[src/sfl_regs.svh]
// Constants of the store-forwarding load unit.
// Assumes byte addresses and accesses of 1, 2, 4 or 8 bytes.
`ifndef SFL_REGS_SVH
`define SFL_REGS_SVH

// Cache line, deferral chunk and cache word, as log2 of bytes
`define LINE_OFS_W  6
`define CHUNK_OFS_W 4
`define WORD_OFS_W  3

// Reset values
`define PTR_RST     0
`define RESP_RST    0

`endif

[src/sfl_pkg.sv]
// Types of the store-forwarding load unit.
// Assumes a 32-bit byte address and a 64-bit cache word.
package sfl_pkg;

  typedef logic [1:0] lsize_t;

  typedef struct packed {
    logic [31:0] addr;
    lsize_t      lsize;
    logic [63:0] data;
    logic        dv;
  } st_req_t;

  typedef struct packed {
    logic [3:0]  tag;
    logic [31:0] addr;
    lsize_t      lsize;
  } ld_req_t;

  typedef struct packed {
    logic [3:0]  tag;
    logic [63:0] data;
    logic        fwd;
  } ld_resp_t;

  typedef struct packed {
    logic [31:0] addr;
    logic [63:0] data;
    logic [7:0]  be;
  } cache_wr_t;

  typedef enum logic [2:0] {
    L_IDLE, L_EVAL, L_DATA, L_DRAIN, L_RET, L_RDREQ, L_RDWAIT, L_DONE
  } ld_state_t;

endpackage

[src/store_forward_load_unit.sv]
// Store buffer with store-to-load forwarding, line split and deferral.
// Assumes stores arrive in program order and every buffered store is
// older than any load presented; the cache answers one read at a time.
//
// Summary of operation
// Stores reach cache only after retirement
// Younger load takes data from buffered store
// Non-forwardable load waits until store drains
// Forward only on equal start address
// Forward only when load lies inside store
// Forwarding load waits for store data
// Unrelated loads proceed past one parked forwarding load, not past a second one in L_DATA
// Cache line is sixty-four bytes
// Line-crossing access splits into two accesses
// Sixteen or sixty-four byte crossings deferred
// Narrow load forwards only at store start
// Late store data delays then completes load
// Youngest older matching store is the candidate
`include "sfl_regs.svh"

module store_forward_load_unit
  import sfl_pkg::*;
#(
  parameter  int SB_DEPTH = 4,
  localparam int PW       = $clog2(SB_DEPTH)
)(
  // Clock and reset
  input  wire logic      core_clk_in,
  input  wire logic      rst_n_in,
  // Store side
  input  wire logic      st_valid_in,
  input  wire st_req_t   st_req_in,
  output logic           st_ready_out,
  output logic [PW-1:0]  st_idx_out,
  input  wire logic      st_data_valid_in,
  input  wire [PW-1:0]   st_data_idx_in,
  input  wire [63:0]     st_data_in,
  input  wire logic      st_retire_in,
  // Load side
  input  wire logic      ld_valid_in,
  input  wire ld_req_t   ld_req_in,
  input  wire logic      ld_oldest_in,
  output logic           ld_ready_out,
  output logic           ld_resp_valid_out,
  output ld_resp_t       ld_resp_out,
  // Data cache
  output logic           cache_rd_valid_out,
  output logic [31:0]    cache_rd_addr_out,
  input  wire logic      cache_rd_ready_in,
  input  wire logic      cache_rd_ack_in,
  input  wire [63:0]     cache_rd_data_in,
  output logic           cache_wr_valid_out,
  output cache_wr_t      cache_wr_out,
  input  wire logic      cache_wr_ready_in
);

  if (SB_DEPTH < 2 || (SB_DEPTH & (SB_DEPTH - 1)) != 0)
  begin : g_chk
    $error("SB_DEPTH must be a power of two, at least 2");
  end

  function automatic logic [32:0] end_of(input logic [31:0] a, input lsize_t s);
    end_of = {1'b0, a} + (33'h1 << s);
  endfunction

  // Access runs past a 2**ow byte boundary
  function automatic logic crosses(input logic [31:0] a, input lsize_t s, input int ow);
    logic [32:0] m;
    m       = (33'h1 << ow) - 33'h1;
    crosses = (({1'b0, a} & m) + (33'h1 << s)) > (m + 33'h1);
  endfunction

  function automatic logic [63:0] mask64(input lsize_t s);
    mask64 = 64'hFFFF_FFFF_FFFF_FFFF >> (7'd64 - (7'd8 << s));
  endfunction

  ////////////////////////////////////////////////////////////////////////
  // Store buffer
  logic [31:0]   ent_addr_r [SB_DEPTH];
  lsize_t        ent_size_r [SB_DEPTH];
  logic [63:0]   ent_data_r [SB_DEPTH];
  logic          ent_dv_r   [SB_DEPTH];
  logic          ent_v_r    [SB_DEPTH];
  logic [PW-1:0] head_r, tail_r;
  logic [PW:0]   cnt_r, cnt_nxt, ret_cnt_r;
  logic          alloc, pop, wr_beat_r, wr_busy_r;

  assign alloc   = st_valid_in && st_ready_out;
  assign cnt_nxt = cnt_r + (PW+1)'(alloc) - (PW+1)'(pop);

  always_ff @(posedge core_clk_in)
  begin
    if (!rst_n_in)
    begin
      head_r       <= PW'(`PTR_RST);
      tail_r       <= PW'(`PTR_RST);
      cnt_r        <= '0;
      st_ready_out <= 1'b0;
    end
    else
    begin
      if (alloc)
        tail_r <= tail_r + 1'b1;
      if (pop)
        head_r <= head_r + 1'b1;
      cnt_r        <= cnt_nxt;
      st_ready_out <= cnt_nxt < (PW+1)'(SB_DEPTH);
    end
  end

  assign st_idx_out = tail_r;

  // Retired-but-not-drained count; retire names the oldest unretired store
  always_ff @(posedge core_clk_in)
  begin
    if (!rst_n_in)
      ret_cnt_r <= '0;
    else
      ret_cnt_r <= ret_cnt_r + (PW+1)'(st_retire_in && ret_cnt_r < cnt_r) - (PW+1)'(pop);
  end

  logic [SB_DEPTH-1:0] ovl;
  logic [32:0]         ld_end;
  ld_req_t             ld_r;

  assign ld_end = end_of(ld_r.addr, ld_r.lsize);

  for (genvar i = 0; i < SB_DEPTH; i++)
  begin : g_ent
    always_ff @(posedge core_clk_in)
    begin
      if (!rst_n_in)
      begin
        ent_v_r[i]  <= 1'b0;
        ent_dv_r[i] <= 1'b0;
      end
      else if (alloc && tail_r == PW'(i))
      begin
        ent_v_r[i]    <= 1'b1;
        ent_addr_r[i] <= st_req_in.addr;
        ent_size_r[i] <= st_req_in.lsize;
        ent_data_r[i] <= st_req_in.data;
        ent_dv_r[i]   <= st_req_in.dv;
      end
      else
      begin
        if (pop && head_r == PW'(i))
          ent_v_r[i] <= 1'b0;
        if (st_data_valid_in && st_data_idx_in == PW'(i))
        begin
          ent_data_r[i] <= st_data_in;
          ent_dv_r[i]   <= 1'b1;
        end
      end
    end
    assign ovl[i] = ent_v_r[i] && ({1'b0, ld_r.addr} < end_of(ent_addr_r[i], ent_size_r[i]))
                    && ({1'b0, ent_addr_r[i]} < ld_end);
  end

  ////////////////////////////////////////////////////////////////////////
  // Drain to cache
  logic [7:0]   off_w;
  logic [127:0] wr_d128;
  logic [15:0]  wr_be16;
  logic         wr_split, drain_ok;

  assign off_w    = {5'h00, ent_addr_r[head_r][`WORD_OFS_W-1:0]};
  assign wr_d128  = {64'h0, ent_data_r[head_r]} << {off_w, 3'b000};
  // One enable per stored byte, 2**size of them
  assign wr_be16  = {8'h00, 8'hFF >> (4'd8 - (4'd1 << ent_size_r[head_r]))} << off_w;
  assign wr_split = crosses(ent_addr_r[head_r], ent_size_r[head_r], `WORD_OFS_W);
  assign drain_ok = ret_cnt_r != '0 && ent_dv_r[head_r];
  assign pop      = cache_wr_valid_out && cache_wr_ready_in && (wr_beat_r || !wr_split);

  always_ff @(posedge core_clk_in)
  begin
    if (!rst_n_in)
    begin
      wr_busy_r          <= 1'b0;
      wr_beat_r          <= 1'b0;
      cache_wr_valid_out <= 1'b0;
      cache_wr_out       <= '0;
    end
    else if (!wr_busy_r && drain_ok)
    begin
      wr_busy_r          <= 1'b1;
      wr_beat_r          <= 1'b0;
      cache_wr_valid_out <= 1'b1;
      cache_wr_out       <= '{{ent_addr_r[head_r][31:3], 3'b000}, wr_d128[63:0], wr_be16[7:0]};
    end
    else if (cache_wr_valid_out && cache_wr_ready_in)
    begin
      if (wr_split && !wr_beat_r)
      begin
        wr_beat_r         <= 1'b1;
        cache_wr_out.addr <= cache_wr_out.addr + 32'h8;
        cache_wr_out.data <= wr_d128[127:64];
        cache_wr_out.be   <= wr_be16[15:8];
      end
      else
      begin
        wr_busy_r          <= 1'b0;
        cache_wr_valid_out <= 1'b0;
      end
    end
  end

  ////////////////////////////////////////////////////////////////////////
  // Youngest older overlapping store and forwarding decision
  logic          hit, fwd_ok;
  logic [PW-1:0] hit_idx, k_idx;

  always_comb
  begin
    hit     = 1'b0;
    hit_idx = head_r;
    k_idx   = head_r;
    for (int k = 0; k < SB_DEPTH; k++)
    begin
      k_idx = head_r + PW'(k);
      if (ovl[k_idx])
      begin
        hit     = 1'b1;
        hit_idx = k_idx;
      end
    end
  end

  assign fwd_ok = ent_addr_r[hit_idx] == ld_r.addr
                  && ld_r.lsize <= ent_size_r[hit_idx];

  ////////////////////////////////////////////////////////////////////////
  // Load control
  ld_state_t     st_r, st_nxt;
  logic [PW-1:0] wait_idx_r, park_idx_r;
  ld_req_t       park_r;
  logic          park_busy_r, park_fire, park_take, rd_beat_r, ld_split, ld_defer;
  logic [63:0]   rd_lo_r, main_data_r;
  logic          main_fwd_r;
  logic [127:0]  rd_sh;

  assign ld_split  = crosses(ld_r.addr, ld_r.lsize, `WORD_OFS_W);
  assign ld_defer  = crosses(ld_r.addr, ld_r.lsize, `CHUNK_OFS_W)
                     || crosses(ld_r.addr, ld_r.lsize, `LINE_OFS_W);
  assign park_fire = park_busy_r && ent_dv_r[park_idx_r];
  assign park_take = st_r == L_EVAL && hit && fwd_ok && !ent_dv_r[hit_idx] && !park_busy_r;
  assign rd_sh     = {cache_rd_data_in, rd_lo_r} >> {ld_r.addr[`WORD_OFS_W-1:0], 3'b000};

  always_comb
  begin
    st_nxt = st_r;
    unique case (st_r)
      L_IDLE:   if (ld_valid_in && ld_ready_out) st_nxt = L_EVAL;
      L_EVAL:
        if (hit && fwd_ok)
          st_nxt = park_take ? L_IDLE : (ent_dv_r[hit_idx] ? L_DONE : L_DATA);
        else if (hit)
          st_nxt = L_DRAIN;
        else
          st_nxt = ld_defer ? L_RET : L_RDREQ;
      L_DATA:   if (ent_dv_r[wait_idx_r]) st_nxt = L_DONE;
      L_DRAIN:  if (!ent_v_r[wait_idx_r]) st_nxt = ld_defer ? L_RET : L_RDREQ;
      L_RET:    if (ld_oldest_in) st_nxt = L_RDREQ;
      L_RDREQ:  if (cache_rd_ready_in) st_nxt = L_RDWAIT;
      L_RDWAIT: if (cache_rd_ack_in) st_nxt = (ld_split && !rd_beat_r) ? L_RDREQ : L_DONE;
      L_DONE:   if (!park_fire) st_nxt = L_IDLE;
    endcase
  end

  always_ff @(posedge core_clk_in)
  begin
    if (!rst_n_in)
    begin
      st_r         <= L_IDLE;
      ld_ready_out <= 1'b0;
      rd_beat_r    <= 1'b0;
      main_fwd_r   <= 1'b0;
    end
    else
    begin
      st_r         <= st_nxt;
      ld_ready_out <= st_nxt == L_IDLE;
      if (st_r == L_IDLE)
        ld_r <= ld_req_in;
      if (st_r == L_EVAL)
      begin
        wait_idx_r <= hit_idx;
        rd_beat_r  <= 1'b0;
        main_fwd_r <= hit && fwd_ok;
      end
      if (st_nxt == L_DONE && (st_r == L_EVAL || st_r == L_DATA))
        main_data_r <= ent_data_r[st_r == L_EVAL ? hit_idx : wait_idx_r] & mask64(ld_r.lsize);
      if (st_r == L_RDWAIT && cache_rd_ack_in)
      begin
        rd_lo_r   <= cache_rd_data_in;
        rd_beat_r <= 1'b1;
        if (!ld_split || rd_beat_r)
          main_data_r <= (ld_split ? rd_sh[63:0]
                                   : cache_rd_data_in >> {ld_r.addr[2:0], 3'b000})
                         & mask64(ld_r.lsize);
      end
    end
  end

  // Cache read request, one outstanding
  always_ff @(posedge core_clk_in)
  begin
    if (!rst_n_in)
    begin
      cache_rd_valid_out <= 1'b0;
      cache_rd_addr_out  <= '0;
    end
    else
    begin
      cache_rd_valid_out <= st_nxt == L_RDREQ;
      // Second word already from the ack edge, before the beat flag is set
      cache_rd_addr_out  <= {ld_r.addr[31:3], 3'b000}
                            + (st_nxt == L_RDREQ && (rd_beat_r || st_r == L_RDWAIT)
                               ? 32'h8 : 32'h0);
    end
  end

  // Parked forwarding load waiting on store data
  always_ff @(posedge core_clk_in)
  begin
    if (!rst_n_in)
      park_busy_r <= 1'b0;
    else if (park_take)
    begin
      park_busy_r <= 1'b1;
      park_r      <= ld_r;
      park_idx_r  <= hit_idx;
    end
    else if (park_fire)
      park_busy_r <= 1'b0;
  end

  // Response, parked load wins a tie
  always_ff @(posedge core_clk_in)
  begin
    if (!rst_n_in)
    begin
      ld_resp_valid_out <= 1'b0;
      ld_resp_out       <= ld_resp_t'(`RESP_RST);
    end
    else
    begin
      ld_resp_valid_out <= park_fire || st_r == L_DONE;
      if (park_fire)
        ld_resp_out <= '{park_r.tag, ent_data_r[park_idx_r] & mask64(park_r.lsize), 1'b1};
      else if (st_r == L_DONE)
        ld_resp_out <= '{ld_r.tag, main_data_r, main_fwd_r};
    end
  end

endmodule

[config.mk]
export PLATFORM = sky130hd
export DESIGN_NAME = store_forward_load_unit
export DESIGN_NICKNAME = d
export VERILOG_FILES = /design/src/sfl_pkg.sv /design/src/store_forward_load_unit.sv
export VERILOG_INCLUDE_DIRS = /design/src
export SDC_FILE = /design/constraint.sdc
export NUM_CORES = 2
export LEC_CHECK = 0
export ABC_CLOCK_PERIOD_IN_PS = 21200
export BUFFER_PORTS_ARGS = -buffer_cell sky130_fd_sc_hd__buf_2
export CORE_UTILIZATION = 25
export DETAILED_ROUTE_END_ITERATION = 10
export GPL_TIMING_DRIVEN = 0
export PLACE_DENSITY = 0.43
export SYNTH_ARGS = -nofsm -noshare
export SYNTH_HDL_FRONTEND = slang
export SYNTH_SLANG_ARGS = --single-unit
[constraint.sdc]
create_clock -name core_clk_in -period 21.2 [get_ports core_clk_in]
set_input_delay 3.18 -clock core_clk_in [delete_from_list [all_inputs] [get_ports core_clk_in]]
set_output_delay 3.18 -clock core_clk_in [all_outputs]
set_load 0.01 [all_outputs]
==> impl_metrics.json <==
{
  "status": "finished, violations left",
  "violations": "design-rule violations, max-capacitance violations, max-slew violations",
  "ys_warn_count": 0,
  "synthFlopType": "edfxtp_1",
  "crit_end": "cache_rd_addr_out[29]",
  "routed_via_density": 5.512,
  "hold_path_class": "flop to flop",
  "start_util_pct": 25.13,
  "clk_pin_slew_worst_paths_ns": 0.06,
  "stdcell_area_um2": 64470,
  "cts-root-buf": "clkbuf_16",
  "met2WireLength_um": 120700,
  "ir_drop_uv": 68.69,
  "highest_layer": "met5",
  "tns_ns": 0,
  "crit_type": "flop to flop",
  "cts_resized": 0,
  "ant_nets": 0,
  "die_area_um2": 219900,
  "slew_violations": 11,
  "dpl.hpwl_um": 228100,
  "die_h_um": 468.9,
  "crit_fanout": 10,
  "nets": 6342,
  "drtIter0Drc": 5575,
  "seq_area_frac_synth_pct": 40.03,
  "place.gp.congestion": 1.006,
  "wl_met3_um": 24880,
  "syn_area_um2": 54510,
  "yosysMostFrequentCell": "edfxtp_1",
  "layout-drive-gt1-share_pct": 21.41,
  "port_buffers": 482,
  "reg2reg_slack_ns": 4.20,
  "maxSlewHeadroom_pct": -4.640,
  "worstMarginPinSlew_ns": 1.555,
  "r2r-end": "cache_rd_addr_out[29]",
  "async_reset_ff_share_pct": 0,
  "drt-wirelength-per-cell_um": 32.49,
  "io_pins": 489,
  "setup_violations": 0,
  "htree_levels": 3,
  "period_share_pct": 80.19,
  "worstSetupEndpointType": "flop",
  "clk_latency_ns": 0.80,
  "grt_pass1_wl_um": 382700,
  "dr_total_vias": 48240,
  "hold_viol_final": 0,
  "cap_violations": 2,
  "syn-mean-instance-area_um2": 10.56,
  "core_area_um2": 217000,
  "crit_start": "ld_r[3]",
  "cts.sinks": 803,
  "post-route-min-period_ns": 17.00,
  "area_growth_pct": 18.27,
  "r2r_start": "ld_r[3]",
  "synth_cell_types": 104,
  "crit_slowest_cell": "a211oi_1",
  "cpPeakStageDelay_ns": 0.94,
  "numCtsBuffers": 100,
  "p_leak_nw": 23.76,
  "ys_ff_latch": 803,
  "track_usage_pct": 25.06,
  "synth_edf_count": 574,
  "die_w_um": 468.9,
  "synth_top_area_share_pct": 31.62,
  "cp.required_ns": 21.86,
  "rsz0062_at_grt": "false",
  "yosys-top-cells-area": "edfxtp_1, mux4_2, dfxtp_1",
  "r2r_cells": 50,
  "wl_met1_um": 125500,
  "skew_ns": 0.07194,
  "grt_max_degree": 64,
  "placed_area_um2": 60910,
  "post_cts_buffers": 0,
  "postCtsHoldBufs": 0,
  "cp_data_arrival_time_ns": 17.66,
  "first_pass_iters": 9,
  "fp-row-count": 171,
  "p_per_area_nw_per_um2": 105.6,
  "wirelength_um": 284300,
  "cts_tree": "built",
  "fmax_mhz": 58.82,
  "startpoint_type": "flop",
  "syn_inst": 5162,
  "gr-total-overflow": 0,
  "antenna_found_initial": 99,
  "post-synth-top-area-cell": "edfxtp_1",
  "clk_path_buf_depth": 3,
  "grt_pass1_vias": 45980,
  "drc": 8,
  "synth_commonest_cells": "edfxtp_1, nand2_1, nor2_1"
}
## layer usage
metal  vias up  track usage [%]
met5         -                0
met4        48            11.00
met3       474            5.728
met2      2309            36.80
met1     24410            34.87
li1      20990                -
## sequential cells by signal, indices dropped and copies added, names as in the netlist, 6 cells and up, named ones only
signal             flops
ent_data_r           256
cache_rd_addr_out     29
ent_addr_r           128
ld_resp_out           69
cache_wr_out         101
park_r                 6
ent_size_r             8
main_data_r           64
rd_lo_r               64
ld_r                  38
## cells in the final DEF (no fill, tap or decap), types with 37 or more instances in the layout
master	instances
a211oi_1	84
clkbuf_1	289
ha_1	290
o22ai_1	79
and3_1	63
diode_2	45
xnor2_1	111
mux2_2	297
nor3_1	65
mux2i_1	243
o211ai_1	53
a21oi_1	214
and2_1	50
inv_1	182
nand2_1	513
a31oi_1	72
mux4_2	219
o21ai_0	209
clkbuf_16	104
nand3_1	129
edfxtp_1	574
o221ai_1	37
a21o_1	50
buf_2	506
nand4_1	82
nor2_1	397
buf_1	55
dfxtp_1	229
xor2_1	99
## through the flow
| step | power (W) | cells | utilization (%) | setup slack [ns] | hold WS, ns |
|---|---|---|---|---|---|
| 2_1_floorplan | 0.003674 | 5167 | - | 11.18 | 0.4238 |
| 3_3_place_gp | 0.004932 | 8503 | 27.89 | 4.775 | 0.4338 |
| 3_5_place_dp | 0.004944 | 8519 | 28.07 | 4.779 | 0.4394 |
| 4_1_cts | 0.006795 | 8706 | 29.66 | 4.734 | 0.4282 |
| 5_1_grt | 0.007088 | 8732 | 29.69 | 4.006 | 0.4599 |
| 6_report | 0.006811 | 8751 | 29.72 | 4.199 | 0.4320 |
## final cells by class
cell class              count  area (um^2)
multi-input cells        3819        30600
well taps                2854         3571
fillers                 22710       152500
flip-flops and latches    803        21820
diodes                     45        112.6
repair buffers            498         2755
plain buffers             355         1441
inverters                 190        715.7
clock buffers             148         2872
clock inverters            39        579.3
## where the power goes
group / leakage [nW] / switching (W) / total, W / internal (W)
combinational: 15.0 / 0.00197 / 0.00293 / 0.000955
sequential: 7.14 / 0.000195 / 0.00205 / 0.00186
clock: 1.66 / 0.000765 / 0.00183 / 0.00107
total: 23.8 / 0.00293 / 0.00681 / 0.00388
## how the worst min path moves through the flow
stage	startpoint	slack, ns	depth (start not counted)	endpoint
floorplan	park_idx_r[0]	0.42	2	flop
global placement	ld_r[35]	0.43	0	park_r[35]
detailed placement	ld_r[36]	0.44	0	park_r[36]
CTS	ld_r[35]	0.43	0	park_r[35]
global route	ld_r[36]	0.46	0	park_r[36]
finish	ld_r[35]	0.43	0	park_r[35]
## worst max-delay path: cells and delay by family, from the launching register on
family / cells / cell delay, ns
adders and majority gates: 5 / 2.07
xor gates and xnor gates: 2 / 0.40
DFF: 1 / 0.75
AOI/OAI and AO/OA: 10 / 3.45
and+or+nand+nor: 25 / 7.54
buffers and inverters: 8 / 2.65
## cells by family (layout without fill, tap and decap cells)
logic type                 count (synthesis)  after routing  synth area share (%)
xor gates and xnor gates                 210            210                 3.374
DFF                                      803            803                 40.03
AOI/OAI and AO/OA                       1089           1089                 13.57
other                                      1             51              0.006879
buffers and inverters                    545           1230                 3.953
and+or+nand+nor                         1454           1454                 12.42
muxes                                    760            760                 19.67
adders and majority gates                300            300                 6.987
Power figures use the tool's default switching activity.
